<file path="src/logic/eampm_pkg.sv">
package eampm_pkg;

    // Register indices; byte address is four times the index
    localparam logic [15:0] BUS_SELECT_REGISTER_IDX     = 16'h1c00;
    localparam logic [15:0] PIN_LEVEL_STATUS_IDX        = 16'h1c01;
    localparam logic [15:0] UPPER_ADDR_PULL_INHIBIT_IDX = 16'h1c18;
    localparam logic [15:0] MID_ADDR_PULL_INHIBIT_IDX   = 16'h1c4d;

    localparam logic [15:0] BUS_SELECT_REGISTER_ADDR     = 16'(BUS_SELECT_REGISTER_IDX << 2);
    localparam logic [15:0] PIN_LEVEL_STATUS_ADDR        = 16'(PIN_LEVEL_STATUS_IDX << 2);
    localparam logic [15:0] UPPER_ADDR_PULL_INHIBIT_ADDR = 16'(UPPER_ADDR_PULL_INHIBIT_IDX << 2);
    localparam logic [15:0] MID_ADDR_PULL_INHIBIT_ADDR   = 16'(MID_ADDR_PULL_INHIBIT_IDX << 2);

    // Widths
    localparam int APB_ADDR_W   = 16;
    localparam int APB_DATA_W   = 32;
    localparam int REG_W        = 16;
    localparam int SHARED_PINS  = 4;
    localparam int DEDICATED_PINS = 8;
    localparam int FIRST_DEDICATED_BIT = 7;
    localparam int LAST_SHARED_BIT     = 18;

    // Bus select register fields, one select bit per shared pin (1 = address)
    localparam int ADDR_BIT15_SELECT_POS = 0;
    localparam int ADDR_BIT16_SELECT_POS = 1;
    localparam int ADDR_BIT17_SELECT_POS = 2;
    localparam int ADDR_BIT18_SELECT_POS = 3;

    // Pull inhibit fields (1 = pull-down off); status field positions
    localparam int UPPER_PULL_LSB   = 0;
    localparam int MID_PULL_LSB     = 0;
    localparam int STATUS_SHARED_LSB    = 0;
    localparam int STATUS_DEDICATED_LSB = 8;

    // Dedicated pin slots that double as NAND latch strobes
    localparam int ALE_SLOT = 11 - FIRST_DEDICATED_BIT;
    localparam int CLE_SLOT = 12 - FIRST_DEDICATED_BIT;

    // Reset values
    localparam logic [SHARED_PINS-1:0]    BUS_SELECT_RESET  = 4'h0;
    localparam logic [SHARED_PINS-1:0]    UPPER_PULL_RESET  = 4'hf;
    localparam logic [DEDICATED_PINS-1:0] MID_PULL_RESET    = 8'hff;

    // Bus answer state, one-hot
    typedef enum logic [1:0] {
        APB_IDLE = 2'b01,
        APB_RESP = 2'b10
    } eampm_apb_state_e;

endpackage

</file>
<file path="src/logic/eampm_pin_if.sv">
`timescale 1ns/1ps
interface eampm_pin_if;
    import eampm_pkg::*;

    logic [SHARED_PINS-1:0] addr_select;
    logic [SHARED_PINS-1:0] line_out;
    logic [SHARED_PINS-1:0] line_oe;
    logic [SHARED_PINS-1:0] mem_addr;
    logic                   mem_oe;
    logic [SHARED_PINS-1:0] pin_out;
    logic [SHARED_PINS-1:0] pin_oe;

    // Control side feeds selections and both sources
    modport ctrl (
        output addr_select,
        output line_out,
        output line_oe,
        output mem_addr,
        output mem_oe,
        input  pin_out,
        input  pin_oe
    );

    // Mux side drives the pad
    modport mux (
        input  addr_select,
        input  line_out,
        input  line_oe,
        input  mem_addr,
        input  mem_oe,
        output pin_out,
        output pin_oe
    );
endinterface

</file>
<file path="src/logic/eampm_shared_pin.sv">
`timescale 1ns/1ps
module eampm_shared_pin (
    input wire logic clk_in,
    input wire logic rst_n_in,
    eampm_pin_if.mux pins
);
    import eampm_pkg::*;

    logic [SHARED_PINS-1:0] next_pin_out;
    logic [SHARED_PINS-1:0] next_pin_oe;

    // One mux cell per shared pin
    genvar g;
    generate
        for (g = 0; g < SHARED_PINS; g++) begin : g_pin
            always_comb begin
                if (pins.addr_select[g]) begin
                    next_pin_out[g] = pins.mem_addr[g];
                    next_pin_oe[g]  = pins.mem_oe;
                end else begin
                    next_pin_out[g] = pins.line_out[g];
                    next_pin_oe[g]  = pins.line_oe[g];
                end
            end
        end
    endgenerate

    // Pad drive registered in one process so the top outputs come from flops
    always_ff @(posedge clk_in or negedge rst_n_in) begin
        if (!rst_n_in) begin
            pins.pin_out <= '0;
            pins.pin_oe  <= '0;
        end else begin
            pins.pin_out <= next_pin_out;
            pins.pin_oe  <= next_pin_oe;
        end
    end
endmodule

</file>
<file path="src/logic/eampm_top.sv">
// Function
// - A select bit per shared pin picks its general-purpose line or address bit 15 to 18.
// - After reset every shared pin is a general-purpose line until its select bit is set.
// - The upper pull inhibit register switches the pull-down of each shared address pin.
// - The mid pull inhibit register sets the pull-down of dedicated address pins 7 to 14.
// - All these pull-downs are off after reset until software enables them.
// - With NAND flash, address pin 12 carries the command latch strobe.
// - With NAND flash, address pin 11 carries the address latch strobe.
// - Address pins 7 to 14 belong to the memory port alone, with no general-purpose use.
`timescale 1ns/1ps
module eampm_top (
    input  wire logic                                  CLOCK_IN,
    input  wire logic                                  ARST_N_IN,
    input  wire logic                                  PSEL_IN,
    input  wire logic                                  PENABLE_IN,
    input  wire logic                                  PWRITE_IN,
    input  wire logic [eampm_pkg::APB_ADDR_W-1:0]      PADDR_IN,
    input  wire logic [eampm_pkg::APB_DATA_W-1:0]      PWDATA_IN,
    output logic      [eampm_pkg::APB_DATA_W-1:0]      PRDATA_OUT,
    output logic                                       PREADY_OUT,
    output logic                                       PSLVERR_OUT,
    input  wire logic [eampm_pkg::LAST_SHARED_BIT:
                       eampm_pkg::FIRST_DEDICATED_BIT]     EXT_ADDRESS_LINE_IN,
    input  wire logic                                  EXT_ADDRESS_OE_IN,
    input  wire logic                                  EXT_MEM_PORT_NAND_IN,
    input  wire logic                                  EXT_MEM_PORT_CLE_IN,
    input  wire logic                                  EXT_MEM_PORT_ALE_IN,
    input  wire logic [eampm_pkg::SHARED_PINS-1:0]     GENERAL_PURPOSE_LINE_DRIVE_IN,
    input  wire logic [eampm_pkg::SHARED_PINS-1:0]     GENERAL_PURPOSE_LINE_OE_IN,
    output logic      [eampm_pkg::SHARED_PINS-1:0]     GENERAL_PURPOSE_LINE_LEVEL_OUT,
    input  wire logic [eampm_pkg::SHARED_PINS-1:0]     SHARED_PIN_IN,
    output logic      [eampm_pkg::SHARED_PINS-1:0]     SHARED_PIN_OUT,
    output logic      [eampm_pkg::SHARED_PINS-1:0]     SHARED_PIN_OE_OUT,
    input  wire logic [eampm_pkg::DEDICATED_PINS-1:0]  DEDICATED_PIN_IN,
    output logic      [eampm_pkg::DEDICATED_PINS-1:0]  DEDICATED_PIN_OUT,
    output logic      [eampm_pkg::DEDICATED_PINS-1:0]  DEDICATED_PIN_OE_OUT,
    output logic      [eampm_pkg::SHARED_PINS-1:0]     UPPER_INTERNAL_PULLDOWN_EN_OUT,
    output logic      [eampm_pkg::DEDICATED_PINS-1:0]  MID_INTERNAL_PULLDOWN_EN_OUT
);
    import eampm_pkg::*;

    // Reset release synchroniser
    logic rst_meta;
    logic rst_n;

    always_ff @(posedge CLOCK_IN or negedge ARST_N_IN) begin
        if (!ARST_N_IN) begin
            rst_meta <= 1'b0;
            rst_n    <= 1'b0;
        end else begin
            rst_meta <= 1'b1;
            rst_n    <= rst_meta;
        end
    end

    // Pad level synchronisers; first stage is read only by the second
    logic [SHARED_PINS-1:0]    shared_meta;
    logic [SHARED_PINS-1:0]    shared_level;
    logic [DEDICATED_PINS-1:0] ded_meta;
    logic [DEDICATED_PINS-1:0] ded_level;

    always_ff @(posedge CLOCK_IN or negedge rst_n) begin
        if (!rst_n) begin
            shared_meta  <= '0;
            shared_level <= '0;
            ded_meta     <= '0;
            ded_level    <= '0;
        end else begin
            shared_meta  <= SHARED_PIN_IN;
            shared_level <= shared_meta;
            ded_meta     <= DEDICATED_PIN_IN;
            ded_level    <= ded_meta;
        end
    end

    // Register file and bus answer state
    eampm_apb_state_e          apb_state;
    eampm_apb_state_e          next_apb_state;
    logic [SHARED_PINS-1:0]    bus_select_register;
    logic [SHARED_PINS-1:0]    next_bus_select_register;
    logic [SHARED_PINS-1:0]    upper_addr_pull_inhibit;
    logic [SHARED_PINS-1:0]    next_upper_addr_pull_inhibit;
    logic [DEDICATED_PINS-1:0] mid_addr_pull_inhibit;
    logic [DEDICATED_PINS-1:0] next_mid_addr_pull_inhibit;
    logic [APB_DATA_W-1:0]     prdata;
    logic [APB_DATA_W-1:0]     next_prdata;
    logic                      pready;
    logic                      next_pready;
    logic                      pslverr;
    logic                      next_pslverr;
    logic [REG_W-1:0]          read_word;
    logic                      addr_hit;
    logic                      write_now;

    // Read mux; unimplemented bits read as zero
    always_comb begin
        read_word = '0;
        addr_hit  = 1'b1;
        case (PADDR_IN)
            BUS_SELECT_REGISTER_ADDR: begin
                read_word[SHARED_PINS-1:0] = bus_select_register;
            end
            PIN_LEVEL_STATUS_ADDR: begin
                read_word[STATUS_SHARED_LSB +: SHARED_PINS]      = shared_level;
                read_word[STATUS_DEDICATED_LSB +: DEDICATED_PINS] = ded_level;
            end
            UPPER_ADDR_PULL_INHIBIT_ADDR: begin
                read_word[UPPER_PULL_LSB +: SHARED_PINS] = upper_addr_pull_inhibit;
            end
            MID_ADDR_PULL_INHIBIT_ADDR: begin
                read_word[MID_PULL_LSB +: DEDICATED_PINS] = mid_addr_pull_inhibit;
            end
            default: begin
                addr_hit = 1'b0;
            end
        endcase
    end

    // Writes land only on the edge where the master sees ready
    assign write_now = (apb_state == APB_RESP) & PSEL_IN & PENABLE_IN & PWRITE_IN & addr_hit;

    // Bus answer: one wait cycle, then ready for exactly one cycle
    always_comb begin
        next_apb_state               = apb_state;
        next_pready                  = 1'b0;
        next_prdata                  = prdata;
        next_pslverr                 = 1'b0;
        next_bus_select_register     = bus_select_register;
        next_upper_addr_pull_inhibit = upper_addr_pull_inhibit;
        next_mid_addr_pull_inhibit   = mid_addr_pull_inhibit;
        case (apb_state)
            APB_IDLE: begin
                if (PSEL_IN && PENABLE_IN) begin
                    next_apb_state = APB_RESP;
                    next_pready    = 1'b1;
                    next_pslverr   = ~addr_hit;
                    next_prdata    = PWRITE_IN ? '0 : {{(APB_DATA_W-REG_W){1'b0}}, read_word};
                end
            end
            APB_RESP: begin
                next_apb_state = APB_IDLE;
                if (write_now) begin
                    case (PADDR_IN)
                        BUS_SELECT_REGISTER_ADDR: begin
                            next_bus_select_register[ADDR_BIT15_SELECT_POS] =
                                PWDATA_IN[ADDR_BIT15_SELECT_POS];
                            next_bus_select_register[ADDR_BIT16_SELECT_POS] =
                                PWDATA_IN[ADDR_BIT16_SELECT_POS];
                            next_bus_select_register[ADDR_BIT17_SELECT_POS] =
                                PWDATA_IN[ADDR_BIT17_SELECT_POS];
                            next_bus_select_register[ADDR_BIT18_SELECT_POS] =
                                PWDATA_IN[ADDR_BIT18_SELECT_POS];
                        end
                        UPPER_ADDR_PULL_INHIBIT_ADDR: begin
                            next_upper_addr_pull_inhibit =
                                PWDATA_IN[UPPER_PULL_LSB +: SHARED_PINS];
                        end
                        MID_ADDR_PULL_INHIBIT_ADDR: begin
                            next_mid_addr_pull_inhibit =
                                PWDATA_IN[MID_PULL_LSB +: DEDICATED_PINS];
                        end
                        default: begin
                            // Status is read-only; writes are dropped
                            next_apb_state = APB_IDLE;
                        end
                    endcase
                end
            end
            default: begin
                next_apb_state = APB_IDLE;
            end
        endcase
    end

    always_ff @(posedge CLOCK_IN or negedge rst_n) begin
        if (!rst_n) begin
            apb_state               <= APB_IDLE;
            pready                  <= 1'b0;
            prdata                  <= '0;
            pslverr                 <= 1'b0;
            bus_select_register     <= BUS_SELECT_RESET;
            upper_addr_pull_inhibit <= UPPER_PULL_RESET;
            mid_addr_pull_inhibit   <= MID_PULL_RESET;
        end else begin
            apb_state               <= next_apb_state;
            pready                  <= next_pready;
            prdata                  <= next_prdata;
            pslverr                 <= next_pslverr;
            bus_select_register     <= next_bus_select_register;
            upper_addr_pull_inhibit <= next_upper_addr_pull_inhibit;
            mid_addr_pull_inhibit   <= next_mid_addr_pull_inhibit;
        end
    end

    // Pad-facing outputs: pulls and dedicated pins
    logic [SHARED_PINS-1:0]    upper_pd_en;
    logic [SHARED_PINS-1:0]    next_upper_pd_en;
    logic [DEDICATED_PINS-1:0] mid_pd_en;
    logic [DEDICATED_PINS-1:0] next_mid_pd_en;
    logic [DEDICATED_PINS-1:0] ded_out;
    logic [DEDICATED_PINS-1:0] next_ded_out;
    logic [DEDICATED_PINS-1:0] ded_oe;
    logic [DEDICATED_PINS-1:0] next_ded_oe;

    always_comb begin
        // Inhibit bit set means pull-down off
        next_upper_pd_en = ~upper_addr_pull_inhibit;
        next_mid_pd_en   = ~mid_addr_pull_inhibit;
        next_ded_out = EXT_ADDRESS_LINE_IN[FIRST_DEDICATED_BIT +: DEDICATED_PINS];
        next_ded_oe  = {DEDICATED_PINS{EXT_ADDRESS_OE_IN}};
        if (EXT_MEM_PORT_NAND_IN) begin
            next_ded_out[CLE_SLOT] = EXT_MEM_PORT_CLE_IN;
            next_ded_out[ALE_SLOT] = EXT_MEM_PORT_ALE_IN;
        end
    end

    always_ff @(posedge CLOCK_IN or negedge rst_n) begin
        if (!rst_n) begin
            upper_pd_en <= '0;
            mid_pd_en   <= '0;
            ded_out     <= '0;
            ded_oe      <= '0;
        end else begin
            upper_pd_en <= next_upper_pd_en;
            mid_pd_en   <= next_mid_pd_en;
            ded_out     <= next_ded_out;
            ded_oe      <= next_ded_oe;
        end
    end

    // Shared pin muxes
    eampm_pin_if pin_bus ();

    assign pin_bus.addr_select = bus_select_register;
    assign pin_bus.line_out    = GENERAL_PURPOSE_LINE_DRIVE_IN;
    assign pin_bus.line_oe     = GENERAL_PURPOSE_LINE_OE_IN;
    assign pin_bus.mem_addr    = EXT_ADDRESS_LINE_IN[LAST_SHARED_BIT -: SHARED_PINS];
    assign pin_bus.mem_oe      = EXT_ADDRESS_OE_IN;

    eampm_shared_pin u_shared_pin (
        .clk_in   (CLOCK_IN),
        .rst_n_in (rst_n),
        .pins     (pin_bus.mux)
    );

    // Outputs, each straight from a flop
    assign PRDATA_OUT                     = prdata;
    assign PREADY_OUT                     = pready;
    assign PSLVERR_OUT                    = pslverr;
    assign SHARED_PIN_OUT                 = pin_bus.pin_out;
    assign SHARED_PIN_OE_OUT              = pin_bus.pin_oe;
    assign GENERAL_PURPOSE_LINE_LEVEL_OUT = shared_level;
    assign DEDICATED_PIN_OUT              = ded_out;
    assign DEDICATED_PIN_OE_OUT           = ded_oe;
    assign UPPER_INTERNAL_PULLDOWN_EN_OUT = upper_pd_en;
    assign MID_INTERNAL_PULLDOWN_EN_OUT   = mid_pd_en;

    // Helper: set once any pull inhibit register has been written
    logic pull_written;
    always_ff @(posedge CLOCK_IN or negedge rst_n) begin
        if (!rst_n) begin
            pull_written <= 1'b0;
        end else if (write_now && (PADDR_IN == UPPER_ADDR_PULL_INHIBIT_ADDR ||
                                   PADDR_IN == MID_ADDR_PULL_INHIBIT_ADDR)) begin
            pull_written <= 1'b1;
        end
    end

    property p_addr_route;
        @(posedge CLOCK_IN) disable iff (!rst_n)
        bus_select_register[ADDR_BIT17_SELECT_POS] |=>
            SHARED_PIN_OUT[ADDR_BIT17_SELECT_POS] == $past(EXT_ADDRESS_LINE_IN[17]);
    endproperty
    a_addr_route: assert property (p_addr_route)
        else $error("Shared pin 17 did not follow address in address mode");

    property p_reset_line_role;
        @(posedge CLOCK_IN) disable iff (!rst_n)
        $rose(rst_n) |-> (bus_select_register == 4'h0) ##1 (SHARED_PIN_OE_OUT ==
            $past(GENERAL_PURPOSE_LINE_OE_IN));
    endproperty
    a_reset_line_role: assert property (p_reset_line_role)
        else $error("Shared pins not in line role after reset");

    property p_upper_pull;
        @(posedge CLOCK_IN) disable iff (!rst_n)
        (write_now && PADDR_IN == UPPER_ADDR_PULL_INHIBIT_ADDR) |->
            ##2 UPPER_INTERNAL_PULLDOWN_EN_OUT == ~$past(PWDATA_IN[3:0], 2);
    endproperty
    a_upper_pull: assert property (p_upper_pull)
        else $error("Upper pull-down enable does not match written inhibit");

    property p_mid_pull;
        @(posedge CLOCK_IN) disable iff (!rst_n)
        (write_now && PADDR_IN == MID_ADDR_PULL_INHIBIT_ADDR) ##2 1'b1 |->
            MID_INTERNAL_PULLDOWN_EN_OUT == ~$past(PWDATA_IN[7:0], 2);
    endproperty
    a_mid_pull: assert property (p_mid_pull)
        else $error("Mid pull-down enable does not match written inhibit");

    property p_pulls_off;
        @(posedge CLOCK_IN) disable iff (!rst_n)
        !pull_written |-> (UPPER_INTERNAL_PULLDOWN_EN_OUT == 4'h0) &&
            (MID_INTERNAL_PULLDOWN_EN_OUT == 8'h00);
    endproperty
    a_pulls_off: assert property (p_pulls_off)
        else $error("Pull-down enabled before software wrote an inhibit register");

    property p_cle_strobe;
        @(posedge CLOCK_IN) disable iff (!rst_n)
        (EXT_MEM_PORT_NAND_IN && EXT_MEM_PORT_CLE_IN) |=> DEDICATED_PIN_OUT[5];
    endproperty
    a_cle_strobe: assert property (p_cle_strobe)
        else $error("Address pin 12 did not carry the command latch strobe");

    property p_ale_strobe;
        @(posedge CLOCK_IN) disable iff (!rst_n)
        EXT_MEM_PORT_NAND_IN |=> DEDICATED_PIN_OUT[4] == $past(EXT_MEM_PORT_ALE_IN);
    endproperty
    a_ale_strobe: assert property (p_ale_strobe)
        else $error("Address pin 11 did not carry the address latch strobe");

    property p_dedicated_only;
        @(posedge CLOCK_IN) disable iff (!rst_n)
        !EXT_ADDRESS_OE_IN ##1 !EXT_ADDRESS_OE_IN |-> DEDICATED_PIN_OE_OUT == 8'h00;
    endproperty
    a_dedicated_only: assert property (p_dedicated_only)
        else $error("Dedicated address pin driven without the memory port");

    property p_line_owns_pin;
        @(posedge CLOCK_IN) disable iff (!rst_n)
        (!bus_select_register[0] && !GENERAL_PURPOSE_LINE_OE_IN[0]) |=> !SHARED_PIN_OE_OUT[0];
    endproperty
    a_line_owns_pin: assert property (p_line_owns_pin)
        else $error("Memory port drove shared pin 15 in line mode");

endmodule

</file>
<file path="config.mk">
export PLATFORM = sky130hd
export DESIGN_NAME = eampm_top
export DESIGN_NICKNAME = d
export VERILOG_FILES = /design/src/logic/eampm_pkg.sv /design/src/logic/eampm_pin_if.sv /design/src/logic/eampm_shared_pin.sv /design/src/logic/eampm_top.sv
export SDC_FILE = /design/constraint.sdc
export NUM_CORES = 1
export LEC_CHECK = 0
export BUFFER_PORTS_ARGS = -buffer_cell sky130_fd_sc_hd__buf_2
export CORE_MARGIN = 2
export CORE_UTILIZATION = 35
export DETAILED_ROUTE_END_ITERATION = 7
export PLACE_DENSITY_LB_ADDON = 0.1
export SLEW_MARGIN = 20
export SYNTH_ARGS = -nofsm -noshare
export SYNTH_HDL_FRONTEND = slang
export SYNTH_SLANG_ARGS = --single-unit
</file>
<file path="constraint.sdc">
create_clock -name CLOCK_IN -period 5.31 [get_ports CLOCK_IN]
set_input_delay 0.2655 -clock CLOCK_IN [delete_from_list [all_inputs] [get_ports CLOCK_IN]]
set_output_delay 0.2655 -clock CLOCK_IN [all_outputs]
set_load 0.02 [all_outputs]
</file>
==> results.ini, run 1 <==
[run_status]
status = finished clean

[clock_tree]
clk_pin_slew_ns = 0.09
worstSkewPairLatency_ns = 0.35
clockBufferDepth = 2
post-cts-setup-buffer-count = 0
cts_sinks = 91
root_buffer = clkbuf_8
htree_levels = 3
tritoncts = built
cts_buffers = 9
hold_buffers = 11
post_cts_resized = 0

[placed_design]
place_area_sq_um = 3990
pre_cts_slack_ns = 3.34
portBuffers = 122
routabilityCongestion = 0.735
dpl.hpwl_um = 4780

[routing]
ant_nets = 0
drc = 0
drt_first_pass_iters = 4
post_drt_wl_per_cell_um = 13.6
vias = 2145
first_iter_violations = 81
drt_wl_total_um = 6840
viasPerCell = 4.27

[critical_path]
cp_max_fo = 9
cp-startpoint = apb_state[0]
cp.arrival_ns = 2.13
worstPathCellList = nand4b_1, nor4_4, a22o_1
start_kind = register
end_kind = register
cp.required_ns = 5.59
rrSetupSlack_ns = 3.46
slowest_stage = nor4_4
timing.rr.start = apb_state[0]
worst_path_largest_cell_delay_ns = 0.67
criticalPathCategory = register to register

[die]
rows = 35
die_h_um = 102
die-area_sq_um = 10400
fp.dieW_um = 102
core_area_sq_um = 9240
ios = 163
initial_core_util = 0.362

[power_and_ir_drop]
swShare = 0.252
total_leakage_power_nw = 2.18
power_density_nw_per_um2 = 288
p_int_mw = 0.926
peakVddDrop_mv = 0.136
p_switching_mw = 0.312
power_frac_clock = 0.335
p_total_mw = 1.24
pwr-share-comb = 0.082
p_seq_frac = 0.583

[global_route]
overflow = 0
grt_pass1_vias = 2138
use_met1 = 0.180
grt_busiest_layer = met2
grt_pass1_wl_um = 10800
antenna_found_initial = 0
use_met2 = 0.215
grt_max_degree = 54
grt.total_usage = 0.137
grtUsageMet3 = 0.0400

[sta]
setup_viol = 0
fin_crit_sh = 0.348
tightest_slew_ns = 0.679
finalMaxSlewViolations = 0
finalHoldViolations = 0
slew_headroom = 0.547
rsz0062_at_grt = no
fin_skew_ns = 0.00943
fmax_mhz = 541
setup_slack_ns = 3.46
fin_setup_tns_ns = 0
fin_crit_ns = 1.85

[logic_synthesis]
synthesis.area_sq_um = 3350
yosysWarnings = 0
ys_async_sr_fraction = 1.00
synth_common_cells = dfrtp_1, buf_4, inv_1, mux2_2, nand2_1
synth_seq_cells = 91
yosysSeqAreaShare = 0.685
synth_cell_types = 39
syn_avg_cell_area_sq_um = 14.4
synth.most_common_cell = dfrtp_1
synth_edf_count = 0
ys.flop_type = dfrtp_1
synth_top_area_share = 0.583
netlist_instances = 232
yosys-top-cells-area = dfrtp_1, dfstp_2, buf_4
yosysTopAreaCell = dfrtp_1

[finish]
fin_nets = 457
design_area_sq_um = 4300
drive_above_1_share = 0.483
syn2layout_area_growth_pct = 28.4
fillers = 877
diodes = 0

[flow_run]
cap_violations = 0

[worst_hold_path]
min-delay-start = DEDICATED_PIN_IN[5]
hold_path.class = input port to register

-- power by group through the flow --
stage	registers [mW]	logic (mW)	clock network [mW]
finish	0.722	0.101	0.415
global route	0.726	0.111	0.462
CTS	0.723	0.101	0.435
detailed placement	0.737	0.0948	0
global placement	0.736	0.0934	0
floorplan	0.752	0.0428	0
-- worst max-delay path: cells and delay by family (launching register included) --
kind            cells  cell delay [ns]
compound gates      1             0.21
flops               1             0.54
simple gates        2             1.04
-- metrics by stage --
stage,hold WS [ns],util,cells
after floorplan,-0.0301,-,247
after global placement,0.0505,0.431,472
after detailed placement,0.0511,0.431,472
after CTS,0.000897,0.462,499
after global routing,0.000430,0.465,502
final,0.0191,0.465,502
-- cell type report --
type,instances,area (sq um),area share
flip-flops and latches,91,2300,0.535
multi-input cells,114,850,0.198
repair buffers,138,766,0.178
well taps,129,161,0.0376
clock buffers,11,131,0.0306
inverters,14,52.6,0.0122
clock inverters,5,38.8,0.00903
-- path summary, 6_finish.rpt --
path                                                         to  depth (start not counted)
worst min register to register             DEDICATED_PIN_OUT[7]                          0
max in group asynchronous       MID_INTERNAL_PULLDOWN_EN_OUT[4]                          1
min in group asynchronous                                 rst_n                          2
worst max-delay path                             PRDATA_OUT[12]                          3
worst max register to register                   PRDATA_OUT[12]                          3
worst min-delay path                                ded_meta[5]                          1
-- logic make-up (layout without fill, tap and decap cells) --
| family | Yosys count | after routing | synth area share |
|---|---|---|---|
| simple gates | 40 | 40 | 0.0841 |
| mux | 22 | 22 | 0.0770 |
| flops | 91 | 91 | 0.685 |
| buf+inv | 42 | 168 | 0.0774 |
| compound gates | 35 | 35 | 0.0737 |
| other cells | 2 | 17 | 0.00224 |
-- sequential cells by signal (all words and copies together) (netlist names), 8 cells and up --
register and cells:
PRDATA_OUT 16, ded_meta 8, mid_addr_pull_inhibit 8, DEDICATED_PIN_OUT 8
MID_INTERNAL_PULLDOWN_EN_OUT 8, ded_level 8
-- layer usage --
| layer | part of all wire | up-vias |
|---|---|---|
| li1 | - | 1025 |
| met1 | 0.45 | 1030 |
| met2 | 0.48 | 80 |
| met3 | 0.061 | 10 |
| met4 | 0.016 | 0 |
| met5 | 0 | - |
-- cells in the final DEF (no fill, tap or decap), drive strengths merged, types with 4 or more instances in the layout --
master / count
mux2: 18
dfrtp: 78
dfstp: 13
dlygate4sd3: 14
nand2: 15
a22o: 13
nor4: 4
clkbuf: 11
o21ai: 12
inv: 15
buf: 124
mux2i: 4
conb: 17
Power figures use the tool's default switching activity.
==> run 2, diff against run 1 <==
Clock period 5.31 ns to 1.6 ns, I/O delays scaled along.
==> results.ini, run 2 (same netlist as run 1, synthesis figures left out) <==
[global_route]
antenna_found_initial = 0
grt_pass1_vias = 2380
overflow = 0
grt_pass1_wl_um = 11500
grt.total_usage = 0.147
grt_max_degree = 43

[die]
initial_core_util = 0.362
rows = 35
die-area_sq_um = 10400
core_area_sq_um = 9240
die_h_um = 102
fp.dieW_um = 102
ios = 163

[finish]
largest_reg_flops = 16
drive_above_1_share = 0.476
fillers = 853
diodes = 0
final_common_cell = buf_2
most-common-layout-cells = buf_2, dfrtp_1, dlygate4sd3_1
fin_nets = 504
syn2layout_area_growth_pct = 43.5

[sta]
fin_skew_ns = 0.00668
fin_crit_sh = 0.941
fin_setup_tns_ns = 0
finalHoldViolations = 0
rsz0062_at_grt = no
fmax_mhz = 664
fin_crit_ns = 1.51
setup_viol = 0
finalMaxSlewViolations = 0

[routing]
post_drt_wl_per_cell_um = 13.1
drc = 0
viasPerCell = 4.27
drt_wl_total_um = 7180
drt_first_pass_iters = 4
first_iter_violations = 63
vias = 2343
ant_nets = 0

[critical_path]
reg2regPathDepth = 5
slowest_stage = dfstp_2
path_depth = 5
worst_path_largest_cell_delay_ns = 0.38
end_kind = register
worstPathCellList = nor2b_1, nand4_1, nor2_2, and3_2, mux2_4
cp_max_fo = 4
rrSetupSlack_ns = 0.09
start_kind = register
critPathBufInv = 0
endpoint = upper_addr_pull_inhibit[1]
cp.arrival_ns = 1.79
criticalPathCategory = register to register
timing.rr.start = apb_state[0]
cp.required_ns = 1.88
critical-path-top-delay-family = simple AND/OR/NAND/NOR gates
rr_endpoint = upper_addr_pull_inhibit[1]
cp-startpoint = apb_state[0]

[flow_run]
cap_violations = 0

[placed_design]
dpl.hpwl_um = 5050
portBuffers = 122
routabilityCongestion = 0.713

[clock_tree]
htree_levels = 3
clk_pin_slew_ns = 0.09
root_buffer = clkbuf_8
cts_buffers = 9
tritoncts = built
cts_sinks = 91
worstSkewPairLatency_ns = 0.35
clockBufferDepth = 2

[power_and_ir_drop]
total_leakage_power_nw = 2.44
power_density_nw_per_um2 = 915
p_total_mw = 4.39
peakVddDrop_mv = 0.461

[worst_hold_path]
hold_path.class = input port to async pin

[run_status]
status = finished clean

-- run 2: cell count changes in the layout (fill, tap and decap cells not counted), sizes merged --
cell,change
inv,+1
buf,+17
dlygate4sd3,+30
clkinv,-1
clkbuf,-2
bufinv,+1
clkinvlp,+1
-- run 2: worst reg2reg max path, stage by stage (launching register included) --
cell and delay (ns):
dfstp_2 0.38, nor2b_1 0.10, nand4_1 0.18, nor2_2 0.18, and3_2 0.29, mux2_4 0.31
-- run 2: worst min-delay path by stage --
| stage | from | end | cells after the start |
|---|---|---|---|
| CTS | ARST_N_IN | rst_n | 2 |
| finish | ARST_N_IN | rst_n | 2 |
| detailed placement | ARST_N_IN | rst_meta | 1 |
| global route | ARST_N_IN | rst_n | 2 |
| global placement | ARST_N_IN | rst_meta | 1 |
| floorplan | ARST_N_IN | rst_meta | 0 |
-- run 2: metrics by stage --
stage	hold slack [ns]	cell area (sq um)	setup WS (ns)	std cells	utilization
6_report	0.0324	4800	0.0941	549	0.520
5_1_grt	0.00783	4800	0.00878	549	0.520
4_1_cts	0.00516	4790	0.0200	549	0.519
3_5_place_dp	-0.132	4140	0.0146	487	0.448
3_3_place_gp	-0.134	4140	0.0241	487	0.448
2_1_floorplan	-0.216	3400	0.0783	247	-
-- run 2: timing repair --
action,4_1_cts,5_1_grt
setup endpoints to repair,7,8
pin swaps,0,2
hold buffers,44,0
endpoints found under the hold margin,47,0
buffers inserted,2,0
resized for setup,0,2
-- run 2: power by group --
part           leakage [nW]  total (mW)  internal (mW)  switching, mW
logic                  1.24       0.428          0.206          0.222
clock network        0.0962        1.57          0.733          0.841
registers              1.10        2.39           2.36         0.0283
total                  2.44        4.39           3.30           1.09
-- run 2: cell type report --
type | instances | area [sq um] | share of cell area
clock buffer | 9 | 124 | 0.0258
sequential | 91 | 2300 | 0.478
timing repair buffer | 185 | 1230 | 0.256
tap | 129 | 161 | 0.0336
inverter | 14 | 52.6 | 0.0109
clock inverter | 7 | 76.3 | 0.0159
multi-input combinational | 114 | 860 | 0.179
-- run 2: layer usage --
metal / global-route usage / vias up / share of wire
met5: 0 / - / 0
met4: 0.0593 / 0 / 0.0089
met3: 0.0366 / 5 / 0.063
met2: 0.245 / 85 / 0.50
met1: 0.183 / 1135 / 0.43
li1: - / 1118 / -
